## config.mk

```make
export PLATFORM = sky130hd
export DESIGN_NAME = mcufc_core
export DESIGN_NICKNAME = d
export VERILOG_FILES = /design/src/logic/mcufc_pkg.sv /design/src/logic/mcufc_core.sv
export SDC_FILE = /design/constraint.sdc
export NUM_CORES = 1
export LEC_CHECK = 0
export ABC_AREA = 1
export BUFFER_PORTS_ARGS = -buffer_cell sky130_fd_sc_hd__buf_2
export CAP_MARGIN = 20
export CORE_MARGIN = 1
export CORE_UTILIZATION = 38
export CTS_CLUSTER_DIAMETER = 150
export CTS_CLUSTER_SIZE = 24
export DETAILED_ROUTE_END_ITERATION = 7
export GPL_TIMING_DRIVEN = 0
export PLACE_DENSITY_LB_ADDON = 0.05
export SYNTH_ARGS = -nofsm -noshare
export SYNTH_HDL_FRONTEND = slang
export SYNTH_SLANG_ARGS = --single-unit
```

## constraint.sdc

```tcl
create_clock -name clk -period 13.6 [get_ports clk]
set_input_delay 1.36 -clock clk [delete_from_list [all_inputs] [get_ports clk]]
set_output_delay 1.36 -clock clk [all_outputs]
set_load 0.005 [all_outputs]
```

## src/logic/mcufc_pkg.sv

```systemverilog
// Shared constants and carriers for the flag-clear and branch execution unit.
// Assumes a single 20 MHz core clock; one instruction word per machine cycle.
package mcufc_pkg;

    // ****************************************
    // Widths and depths
    // ****************************************
    localparam int PC_W    = 11;
    localparam int NIB_W   = 4;
    localparam int MEM_AW  = 7;
    localparam int MEM_D   = 128;
    localparam int DIV_W   = 14;
    localparam int WDT_W   = 8;
    localparam int SP_W    = 3;
    localparam int STK_D   = 8;
    localparam int EVF_W   = 8;
    localparam int ST_W    = 4;
    localparam int RA_W    = 4;
    localparam int RD_W    = 16;
    // Divider bits that wrap once every 1024 clocks.
    localparam int DIV_SLOW_W = 10;

    // ****************************************
    // Opcodes and field positions
    // ****************************************
    localparam logic [4:0] OP_NOP      = 5'h00;
    localparam logic [4:0] OP_AND_WB   = 5'h01;
    localparam logic [4:0] OP_CALL     = 5'h02;
    localparam logic [4:0] OP_CLR_CF   = 5'h03;
    localparam logic [4:0] OP_CLR_DIV  = 5'h04;
    localparam logic [4:0] OP_CLR_EVF  = 5'h05;
    localparam logic [4:0] OP_CLR_PMF  = 5'h06;
    localparam logic [4:0] OP_CLR_PCS  = 5'h07;
    localparam logic [4:0] OP_CLR_SER  = 5'h08;
    localparam logic [4:0] OP_CLR_WDT  = 5'h09;
    localparam logic [4:0] OP_DEC      = 5'h0a;
    localparam logic [4:0] OP_INTERRUPT_DISABLE_OP  = 5'h0b;
    localparam logic [4:0] OP_DECREMENT_SKIP_NONZERO_OP    = 5'h0c;
    localparam logic [4:0] OP_EN_INT   = 5'h0d;
    localparam int IMM_HI = 7;
    localparam int IMM_LO = 4;
    localparam int WR_HI  = 3;
    localparam int PMF_CLR_BIT = 3;
    localparam logic [EVF_W-1:0] EVF_RSVD = 8'h08;
    localparam logic [NIB_W-1:0] LOW_CLR = 4'h0;

    // ****************************************
    // Event flag bits
    // ****************************************
    localparam int EV_DIV = 0;
    localparam int EV_T0  = 1;
    localparam int EV_CHG = 2;
    localparam int EV_INT = 4;
    localparam int EV_RX  = 5;
    localparam int EV_TX  = 6;
    localparam int EV_T1  = 7;

    // ****************************************
    // Register map and status bits
    // ****************************************
    localparam logic [RA_W-1:0] REG_STATUS  = 4'h0;
    localparam logic [RA_W-1:0] REG_MASK    = 4'h1;
    localparam logic [RA_W-1:0] REG_CORE    = 4'h2;
    localparam logic [RA_W-1:0] REG_EVENT   = 4'h3;
    localparam logic [RA_W-1:0] REG_CONTROL = 4'h4;
    localparam logic [RA_W-1:0] REG_PC      = 4'h5;
    localparam logic [RA_W-1:0] REG_TIMERS  = 4'h6;
    localparam int ST_EVENT = 0;
    localparam int ST_SKIP  = 1;
    localparam int ST_CALL  = 2;
    localparam int ST_WDT   = 3;
    localparam int CTL_IE   = 0;
    localparam int CTL_PMF  = 1;
    localparam logic PMF_RST  = 1'b1;
    localparam logic IE_RST   = 1'b0;

    // ****************************************
    // Carriers
    // ****************************************
    typedef struct packed {
        logic [4:0]      op;
        logic [PC_W-1:0] arg;
    } mcufc_instr_t;

    typedef struct packed {
        logic t1Under;
        logic t0Under;
        logic rxDone;
        logic txDone;
    } mcufc_evin_t;

endpackage : mcufc_pkg

```

## src/logic/mcufc_core.sv

```systemverilog
// Execution unit for the AND/CALL/flag-clear/decrement/interrupt-disable group.
// Assumes instruction words arrive synchronous to clk with a valid strobe and
// that event inputs are one-cycle pulses in the clk domain.
//
// Notes on behaviour
// - AND working register with immediate, result to it and accumulator, zero flag only.
// - Call pushes next address, then loads the 11-bit target into the counter.
// - Carry clear forces carry to zero, nothing else changes.
// - Divider clear zeroes the low four bits of the 14-bit divider only.
// - Event clear uses an 8-bit mask; ones clear, bit 3 reserved.
// - Flags 0, 1, 7 set by divider overflow, timer 0 and timer 1 underflow.
// - Flag 2 set on port change, flag 4 on falling interrupt pin edge.
// - Flag 5 set on serial receive done, flag 6 on transmit done.
// - Parameter clear bit 3 makes the watchdog run from clock divided by 1024.
// - Port status clear drops the change-detect status flag.
// - Serial status clear drops all serial status flags.
// - Watchdog clear zeroes the low four watchdog bits only.
// - Decrement memory nibble into memory and accumulator, update carry and zero.
// - Decrement operands are picked by a 7-bit direct address in the word, AND operands by a 4-bit register field.
// - Interrupt disable blocks acceptance from the next cycle until re-enabled.
// - Decrement-skip advances the counter by two when the result is non-zero.
//
// The implementer's own choices: the strobed register port and the register offsets.
`timescale 1ns/10ps
module mcufc_core (
    // Clock and reset
    input  wire logic                   clk,
    input  wire logic                   rst_n,
    // Instruction fetch
    input  wire mcufc_pkg::mcufc_instr_t instrWord,
    input  wire logic                   instrValid,
    output logic [mcufc_pkg::PC_W-1:0]  pc,
    // Event sources
    input  wire mcufc_pkg::mcufc_evin_t evIn,
    input  wire logic [mcufc_pkg::NIB_W-1:0] changePort,
    input  wire logic                   extIntPin,
    // Register port
    input  wire logic [mcufc_pkg::RA_W-1:0] regAddr,
    input  wire logic [mcufc_pkg::RD_W-1:0] regWdata,
    input  wire logic                   regWrite,
    input  wire logic                   regRead,
    output logic [mcufc_pkg::RD_W-1:0]  regRdata,
    // Core state
    output logic [mcufc_pkg::NIB_W-1:0] accumulator,
    output logic                        carryFlag,
    output logic                        zeroFlag,
    output logic                        intEnable,
    output logic                        intPending,
    output logic                        irq
);
    import mcufc_pkg::*;

    // ****************************************
    // Helpers
    // ****************************************
    // Hardware sets win over a clear arriving in the same cycle.
    function automatic logic [EVF_W-1:0] merge(input logic [EVF_W-1:0] cur,
                                               input logic [EVF_W-1:0] set,
                                               input logic [EVF_W-1:0] clr);
        merge = (cur & ~clr) | set;
    endfunction : merge

    function automatic logic isZero(input logic [NIB_W-1:0] v);
        isZero = (v == LOW_CLR);
    endfunction : isZero

    // ****************************************
    // State
    // ****************************************
    logic [NIB_W-1:0] dataMem [MEM_D];
    logic [PC_W-1:0]  stack [STK_D];
    logic [SP_W-1:0]  sp;
    logic [DIV_W-1:0] divider;
    logic [WDT_W-1:0] watchdog;
    logic [EVF_W-1:0] eventFlags;
    logic             paramFlag;
    logic             portChange;
    logic [1:0]       serialFlags;
    logic [NIB_W-1:0] portLast;
    logic             intLast;
    logic [ST_W-1:0]  status;
    logic [ST_W-1:0]  mask;

    // ****************************************
    // Decode
    // ****************************************
    logic [4:0]        op;
    logic              exec;
    logic [MEM_AW-1:0] memAddr;
    logic [NIB_W-1:0]  memVal;
    logic [NIB_W-1:0]  imm;
    logic [NIB_W-1:0]  andResult;
    logic [NIB_W-1:0]  decResult;
    logic [PC_W-1:0]   pcPlusOne;
    logic [PC_W-1:0]   pcPlusTwo;
    logic [PC_W-1:0]   callTarget;
    logic [PC_W-1:0]   retTop;
    logic              doAnd;
    logic              doDec;
    logic              skipTaken;
    logic              divOverflow;
    logic              slowTick;
    logic              wdtTick;
    logic              wdtOverflow;
    logic [EVF_W-1:0]  evfSet;
    logic [EVF_W-1:0]  evfClr;
    logic              chgSeen;

    assign op         = instrWord.op;
    assign exec       = instrValid;
    assign imm        = instrWord.arg[IMM_HI:IMM_LO];
    assign callTarget = instrWord.arg;
    assign memAddr    = (op == OP_AND_WB)
                      ? {{(MEM_AW-NIB_W){1'b0}}, instrWord.arg[WR_HI:0]}
                      : instrWord.arg[MEM_AW-1:0];
    assign memVal     = dataMem[memAddr];
    assign andResult  = memVal & imm;
    assign decResult  = memVal - NIB_W'(1);
    assign pcPlusOne  = pc + PC_W'(1);
    assign pcPlusTwo  = pc + PC_W'(2);
    assign retTop     = stack[sp - SP_W'(1)];
    assign doAnd      = exec && op == OP_AND_WB;
    assign doDec      = exec && (op == OP_DEC || op == OP_DECREMENT_SKIP_NONZERO_OP);
    assign skipTaken  = exec && op == OP_DECREMENT_SKIP_NONZERO_OP && !isZero(decResult);
    assign divOverflow = &divider;
    assign slowTick   = &divider[DIV_SLOW_W-1:0];
    // Flag clear selects the 1024 tap; flag set uses the full divider wrap.
    assign wdtTick    = paramFlag ? divOverflow : slowTick;
    assign wdtOverflow = wdtTick && &watchdog;
    assign chgSeen    = changePort != portLast;

    always_comb begin
        evfSet         = '0;
        evfSet[EV_DIV] = divOverflow;
        evfSet[EV_T0]  = evIn.t0Under;
        evfSet[EV_T1]  = evIn.t1Under;
        evfSet[EV_CHG] = chgSeen;
        evfSet[EV_INT] = intLast && !extIntPin;
        evfSet[EV_RX]  = evIn.rxDone;
        evfSet[EV_TX]  = evIn.txDone;
        evfClr         = '0;
        if (exec && op == OP_CLR_EVF) begin
            evfClr = instrWord.arg[EVF_W-1:0] & ~EVF_RSVD;
        end
    end

    // ****************************************
    // Program counter and return stack
    // ****************************************
    always_ff @(posedge clk or negedge rst_n) begin
        if (!rst_n) begin
            pc <= '0;
            sp <= '0;
        end else if (exec) begin
            if (op == OP_CALL) begin
                stack[sp] <= pcPlusOne;
                sp        <= sp + SP_W'(1);
                pc        <= callTarget;
            end else if (skipTaken) begin
                pc <= pcPlusTwo;
            end else begin
                pc <= pcPlusOne;
            end
        end
    end

    // ****************************************
    // Data memory write-back
    // ****************************************
    always_ff @(posedge clk) begin
        if (doAnd) begin
            dataMem[memAddr] <= andResult;
        end else if (doDec) begin
            dataMem[memAddr] <= decResult;
        end
    end

    // ****************************************
    // Accumulator and flags
    // ****************************************
    always_ff @(posedge clk or negedge rst_n) begin
        if (!rst_n) begin
            accumulator <= '0;
            carryFlag   <= 1'b0;
            zeroFlag    <= 1'b0;
        end else if (doAnd) begin
            accumulator <= andResult;
            zeroFlag    <= isZero(andResult);
        end else if (doDec) begin
            accumulator <= decResult;
            // Carry means no borrow, as with an add of all ones.
            carryFlag   <= !isZero(memVal);
            zeroFlag    <= isZero(decResult);
        end else if (exec && op == OP_CLR_CF) begin
            carryFlag <= 1'b0;
        end
    end

    // ****************************************
    // Divider and watchdog
    // ****************************************
    always_ff @(posedge clk or negedge rst_n) begin
        if (!rst_n) begin
            divider <= '0;
        end else if (exec && op == OP_CLR_DIV) begin
            divider <= {divider[DIV_W-1:NIB_W], LOW_CLR};
        end else begin
            divider <= divider + DIV_W'(1);
        end
    end

    always_ff @(posedge clk or negedge rst_n) begin
        if (!rst_n) begin
            watchdog <= '0;
        end else if (exec && op == OP_CLR_WDT) begin
            watchdog <= {watchdog[WDT_W-1:NIB_W], LOW_CLR};
        end else if (wdtTick) begin
            watchdog <= watchdog + WDT_W'(1);
        end
    end

    always_ff @(posedge clk or negedge rst_n) begin
        if (!rst_n) begin
            paramFlag <= PMF_RST;
        end else if (exec && op == OP_CLR_PMF && instrWord.arg[PMF_CLR_BIT]) begin
            paramFlag <= 1'b0;
        end else if (regWrite && regAddr == REG_CONTROL) begin
            paramFlag <= regWdata[CTL_PMF];
        end
    end

    // ****************************************
    // Event and port status flags
    // ****************************************
    always_ff @(posedge clk or negedge rst_n) begin
        if (!rst_n) begin
            portLast <= '0;
            intLast  <= 1'b1;
        end else begin
            portLast <= changePort;
            intLast  <= extIntPin;
        end
    end

    always_ff @(posedge clk or negedge rst_n) begin
        if (!rst_n) begin
            eventFlags <= '0;
        end else begin
            eventFlags <= merge(eventFlags, evfSet, evfClr);
        end
    end

    always_ff @(posedge clk or negedge rst_n) begin
        if (!rst_n) begin
            portChange  <= 1'b0;
            serialFlags <= '0;
        end else begin
            if (chgSeen) begin
                portChange <= 1'b1;
            end else if (exec && op == OP_CLR_PCS) begin
                portChange <= 1'b0;
            end
            if (exec && op == OP_CLR_SER) begin
                serialFlags <= {evIn.rxDone, evIn.txDone};
            end else begin
                serialFlags <= serialFlags | {evIn.rxDone, evIn.txDone};
            end
        end
    end

    // ****************************************
    // Interrupt enable and acceptance
    // ****************************************
    always_ff @(posedge clk or negedge rst_n) begin
        if (!rst_n) begin
            intEnable <= IE_RST;
        end else if (exec && op == OP_INTERRUPT_DISABLE_OP) begin
            intEnable <= 1'b0;
        end else if (exec && op == OP_EN_INT) begin
            intEnable <= 1'b1;
        end else if (regWrite && regAddr == REG_CONTROL) begin
            intEnable <= regWdata[CTL_IE];
        end
    end

    // Registered from the enable and the decoded disable, so a disable gates the very next cycle.
    always_ff @(posedge clk or negedge rst_n) begin
        if (!rst_n) begin
            intPending <= 1'b0;
        end else begin
            intPending <= intEnable && !(exec && op == OP_INTERRUPT_DISABLE_OP)
                          && |eventFlags;
        end
    end

    // ****************************************
    // Register port, status and interrupt line
    // ****************************************
    logic [ST_W-1:0] stSet;
    logic            anyUnmasked;

    always_comb begin
        stSet           = '0;
        stSet[ST_EVENT] = |evfSet;
        stSet[ST_SKIP]  = skipTaken;
        stSet[ST_CALL]  = exec && op == OP_CALL;
        stSet[ST_WDT]   = wdtOverflow;
    end

    assign anyUnmasked = |(status & mask);

    always_ff @(posedge clk or negedge rst_n) begin
        if (!rst_n) begin
            status <= '0;
        end else if (regRead && regAddr == REG_STATUS) begin
            status <= stSet;
        end else begin
            status <= status | stSet;
        end
    end

    always_ff @(posedge clk or negedge rst_n) begin
        if (!rst_n) begin
            mask <= '0;
        end else if (regWrite && regAddr == REG_MASK) begin
            mask <= regWdata[ST_W-1:0];
        end
    end

    always_ff @(posedge clk or negedge rst_n) begin
        if (!rst_n) begin
            irq <= 1'b0;
        end else begin
            irq <= anyUnmasked;
        end
    end

    always_ff @(posedge clk or negedge rst_n) begin
        if (!rst_n) begin
            regRdata <= '0;
        end else if (regRead) begin
            unique case (regAddr)
                REG_STATUS:  regRdata <= RD_W'(status);
                REG_MASK:    regRdata <= RD_W'(mask);
                REG_CORE:    regRdata <= RD_W'({zeroFlag, carryFlag, accumulator});
                REG_EVENT:   regRdata <= RD_W'({serialFlags, portChange, eventFlags});
                REG_CONTROL: regRdata <= RD_W'({paramFlag, intEnable});
                REG_PC:      regRdata <= RD_W'(pc);
                REG_TIMERS:  regRdata <= RD_W'({watchdog, divider[NIB_W-1:0]});
                default:     regRdata <= '0;
            endcase
        end else begin
            regRdata <= '0;
        end
    end

    // ****************************************
    // Checks
    // ****************************************
    chk_and_writeback: assert property (@(posedge clk) disable iff (!rst_n)
        doAnd |=> accumulator == $past(andResult) && zeroFlag == isZero(accumulator)
                  && carryFlag == $past(carryFlag))
        else $error("AND result or flags wrong");

    chk_call_target: assert property (@(posedge clk) disable iff (!rst_n)
        exec && op == OP_CALL |=> pc == $past(callTarget) && retTop == $past(pcPlusOne))
        else $error("Call target or pushed address wrong");

    chk_carry_clear: assert property (@(posedge clk) disable iff (!rst_n)
        exec && op == OP_CLR_CF |=> !carryFlag && $stable(accumulator))
        else $error("Carry not cleared");

    chk_div_low_clear: assert property (@(posedge clk) disable iff (!rst_n)
        exec && op == OP_CLR_DIV |=> divider[NIB_W-1:0] == LOW_CLR
            && divider[DIV_W-1:NIB_W] == $past(divider[DIV_W-1:NIB_W]))
        else $error("Divider clear touched upper bits");

    chk_evf_mask_clear: assert property (@(posedge clk) disable iff (!rst_n)
        exec && op == OP_CLR_EVF |=> (eventFlags & $past(evfClr)) == ($past(evfSet) & $past(evfClr)))
        else $error("Event flag not cleared by mask");

    chk_evf_set_wins: assert property (@(posedge clk) disable iff (!rst_n)
        |evfSet |=> (eventFlags & $past(evfSet)) == $past(evfSet))
        else $error("Event lost");

    chk_wdt_low_clear: assert property (@(posedge clk) disable iff (!rst_n)
        exec && op == OP_CLR_WDT |=> watchdog[NIB_W-1:0] == LOW_CLR
            && watchdog[WDT_W-1:NIB_W] == $past(watchdog[WDT_W-1:NIB_W]))
        else $error("Watchdog clear touched upper bits");

    chk_dec_result: assert property (@(posedge clk) disable iff (!rst_n)
        doDec |=> accumulator == $past(decResult) && carryFlag == !isZero($past(memVal)))
        else $error("Decrement result or carry wrong");

    chk_skip_two: assert property (@(posedge clk) disable iff (!rst_n)
        skipTaken |=> pc == $past(pcPlusTwo))
        else $error("Skip did not advance by two");

    chk_int_inhibit: assert property (@(posedge clk) disable iff (!rst_n)
        exec && op == OP_INTERRUPT_DISABLE_OP |=> !intEnable && !intPending)
        else $error("Interrupt accepted after disable");

    chk_irq_level: assert property (@(posedge clk) disable iff (!rst_n)
        anyUnmasked |=> irq)
        else $error("Interrupt line missed unmasked status");

endmodule : mcufc_core

```

==> run_results.csv <==
group,metric,value,unit
layout,final_cells,3853,
flow_run,drv_cap,0,
critical_path,r2r_cells,20,
place,dp_hpwl,68930,µm
cts,cts.htree.levels,1,
place,port_buffers,66,
layout,nNetsFinal,2955,
layout,drive_above_1_share,0.08901,
sta,rsz0062_at_grt,"no",
place,finalWeightedCongestion,0.9332,
worst_hold_path,hp-start,"divider[12]",
critical_path,cp.required,14.05,ns
global_route,grt_pass1_wl,141000,µm
sta,setup_tns,0,ns
logic_synthesis,ys_seq_elements,590,
pwr,p_leak,0.01257,µW
cts,cts_buffers,28,
layout,area_delta_synth_final,10.43,%
sta,final.min_clock_period,5.225,ns
logic_synthesis,seq_area_frac_synth,0.6477,
sta,skew,0.02897,ns
worst_hold_path,hold-path-cell-count,1,
critical_path,cpMostUsedCell,"nand2_1",
global_route,grt.total_usage,0.2830,
logic_synthesis,syn_area,26760,µm²
critical_path,r2r-start,"dataMem[97][0]",
cts,tritoncts,"done",
die,die_x,267.4,µm
die,rows,96,
worst_hold_path,whs_endpoint,"divider[12]",
die,core,69190,µm²
drt,via_per_inst,5.219,
drt,wl_per_cell,26.08,µm
cts,cts_root_buffer,"clkbuf_16",
global_route,grt_max_degree,68,
sta,tightest_slew,1.211,ns
die,initial_core_util,0.3867,
sta,final_max_slew_viol_count,0,
global_route,gr-total-overflow,0,
critical_path,slowest_stage,"inv_1",
sta,hold_viol,0,
critical_path,crit_path_start,"instrWord[2]",
drt,drtIter0Drc,2427,
drt,vias,20110,
die,die_y,267.4,µm
sta,relSlewSlack,0.1928,
global_route,grt_pass1_vias,18850,
layout,final_common_cell,"nand2_1",
logic_synthesis,syn-instance-count,2779,
place,place_inst,3800,
critical_path,regToRegSetupSlack,9.87,ns
critical_path,crit_path_max_fanout,36,
pwr,peakVddDrop,0.00009957,V
global_route,antenna_found_initial,4,
outcome,status,"finished, final reports clean",
die,die_area,71480,µm²
sta,finalCritPeriodShare,0.3842,
drt,drtAntennaViolNets,0,
drt,routed_wl,100500,µm
critical_path,slowest_delay,0.61,ns
cts,postCtsSetupBuffers,0,
drt,drc,0,
critical_path,startpoint_type,"primary input",
logic_synthesis,syn_area_per_cell,9.628,µm²
cts,cts_num_sinks,590,
die,ios,86,
logic_synthesis,yosysWarnings,0,
critical_path,critical_path_class,"primary input to register",
cts,cts.clk_slew.worst_paths,0.10,ns
logic_synthesis,synth.distinct_cells,48,
drt,dr.pass1.iters,6,
cts,clk_latency,0.64,ns
pwr,power.density,121.1,nW/µm²
cts,clockBufferDepth,3,
worst_hold_path,hp-class,"register to register",
critical_path,path_cells,"buf_4 > nand2_2 > inv_1 > buf_2 > nand3_1 > nand2_1 > nor2_1 > nor2_1 > nor2_1 > nand2_1 > nand2_1 > nand2_1 > nor2_2 > nand3_1 > nand2_1 > and2_1 > or2_1 > o21ai_4 > buf_12 > buf_12 > buf_12",
cts,postCtsHoldBufs,0,
layout,layout_common_cells,"1003 x nand2_1, 512 x edfxtp_1, 321 x nor2_1",
critical_path,r2r-end,"dataMem[80][3]",
critical_path,arrival,5.67,ns
critical_path,cp-end-kind,"register",
cts,post_cts_resized,0,
sta,finalSetupViolCount,0,
sta,fmax,191.4,MHz
## cell usage after synthesis (all sizes together)
cell type,number,share of area
nand4,8,0.0019
o21ai,79,0.015
edfxtp,512,0.57
a41oi,1,0.00033
a22oi,3,0.00084
inv,315,0.044
clkbuf,17,0.0024
nand3,160,0.030
o221a,1,0.00042
o211ai,4,0.0013
a2111oi,2,0.00065
nor2,330,0.048
nor4,4,0.00094
dfstp,2,0.0020
dfrtp,76,0.071
nand2,1008,0.14
buf,92,0.022
or2,33,0.0077
a21oi,46,0.0086
nand3b,2,0.0010
conb,1,0.00014
o221ai,5,0.0016
o21bai,1,0.00028
nor3,15,0.0028
xnor2,6,0.0020
o22ai,9,0.0021
and3,1,0.00023
a221oi,2,0.00065
ha,6,0.0028
o2111ai,1,0.00033
xor2,31,0.010
a21o,1,0.00028
and2,1,0.00023
a31oi,4,0.00094
## kinds of logic (layout without fill, tap and decap cells)
kind of cell / count (synthesis) / after routing / synth area share
AO/OA/AOI/OAI: 159 / 159 / 0.03315
XOR/XNOR: 37 / 37 / 0.01211
adder cells (fa/ha/maj): 6 / 6 / 0.002806
buffers and inverters: 424 / 563 / 0.06897
flip-flops: 590 / 590 / 0.6477
other: 1 / 5 / 0.0001402
AND/OR/NAND/NOR: 1562 / 1562 / 0.2352
## worst max path at each step
stage	cells after the start	endpoint	slack, ns
final	21	dataMem[80][3]	8.37
after global placement	15	dataMem[32][1]	-4.50
after global routing	21	dataMem[80][3]	8.19
after CTS	21	dataMem[80][3]	8.49
after floorplan	15	dataMem[0][1]	4.62
after detailed placement	21	dataMem[80][3]	7.85
## critical path, delay by kind of cell
kind,cells,cell delay [ns]
buf+inv,6,2.13
simple gates,14,1.74
compound gates,1,0.34
## area by class of cell
class	instances	area [µm²]
Antenna cell	1	2.502
Clock inverter	1	11.26
Clock buffer	51	808.3
Multi-Input combinational cell	1768	7635
Fill cell	6837	39640
Tap cell	931	1165
Buffer	109	660.6
Inverter	315	1185
Sequential cell	590	17330
Timing Repair Buffer	87	750.7
## report_power, final
group          switching, µW  total (µW)  leakage, µW  internal (µW)
Combinational            353         491      0.00674            138
Clock                    603        1010     0.000389            407
Sequential              43.9        2080      0.00544           2030
## layer usage
layer  GRT usage  vias to the layer above  routed length, µm
li1            -                     9158                  -
met1      0.3946                     9974              42620
met2      0.4646                      852              47170
met3     0.03145                      122               7593
met4     0.08263                        2               3089
met5           0                        -                 13
## metrics by stage
stage	area [µm²]	setup WS [ns]	hold slack (ns)	total power [µW]	util
after detailed placement	28730	7.852	0.4696	2605	0.4152
final	29550	8.375	0.4766	3580	0.4271
after floorplan	26770	4.621	0.4453	2371	-
after CTS	29540	8.491	0.4853	3588	0.4270
after global placement	28260	-4.497	0.4672	2617	0.4085
after global routing	29550	8.189	0.5191	3691	0.4271
## flip-flops by register name, summed over array words and instances (netlist names)
name,flops
irq,1
intPending,1
portChange,1
paramFlag,1
status,4
zeroFlag,1
eventFlags,7
accumulator,4
intEnable,1
regRdata,12
mask,4
divider,14
watchdog,8
portLast,4
pc,11
serialFlags,2
carryFlag,1
intLast,1
dataMem,512
Note: power is estimated with default switching activity, not from simulation.
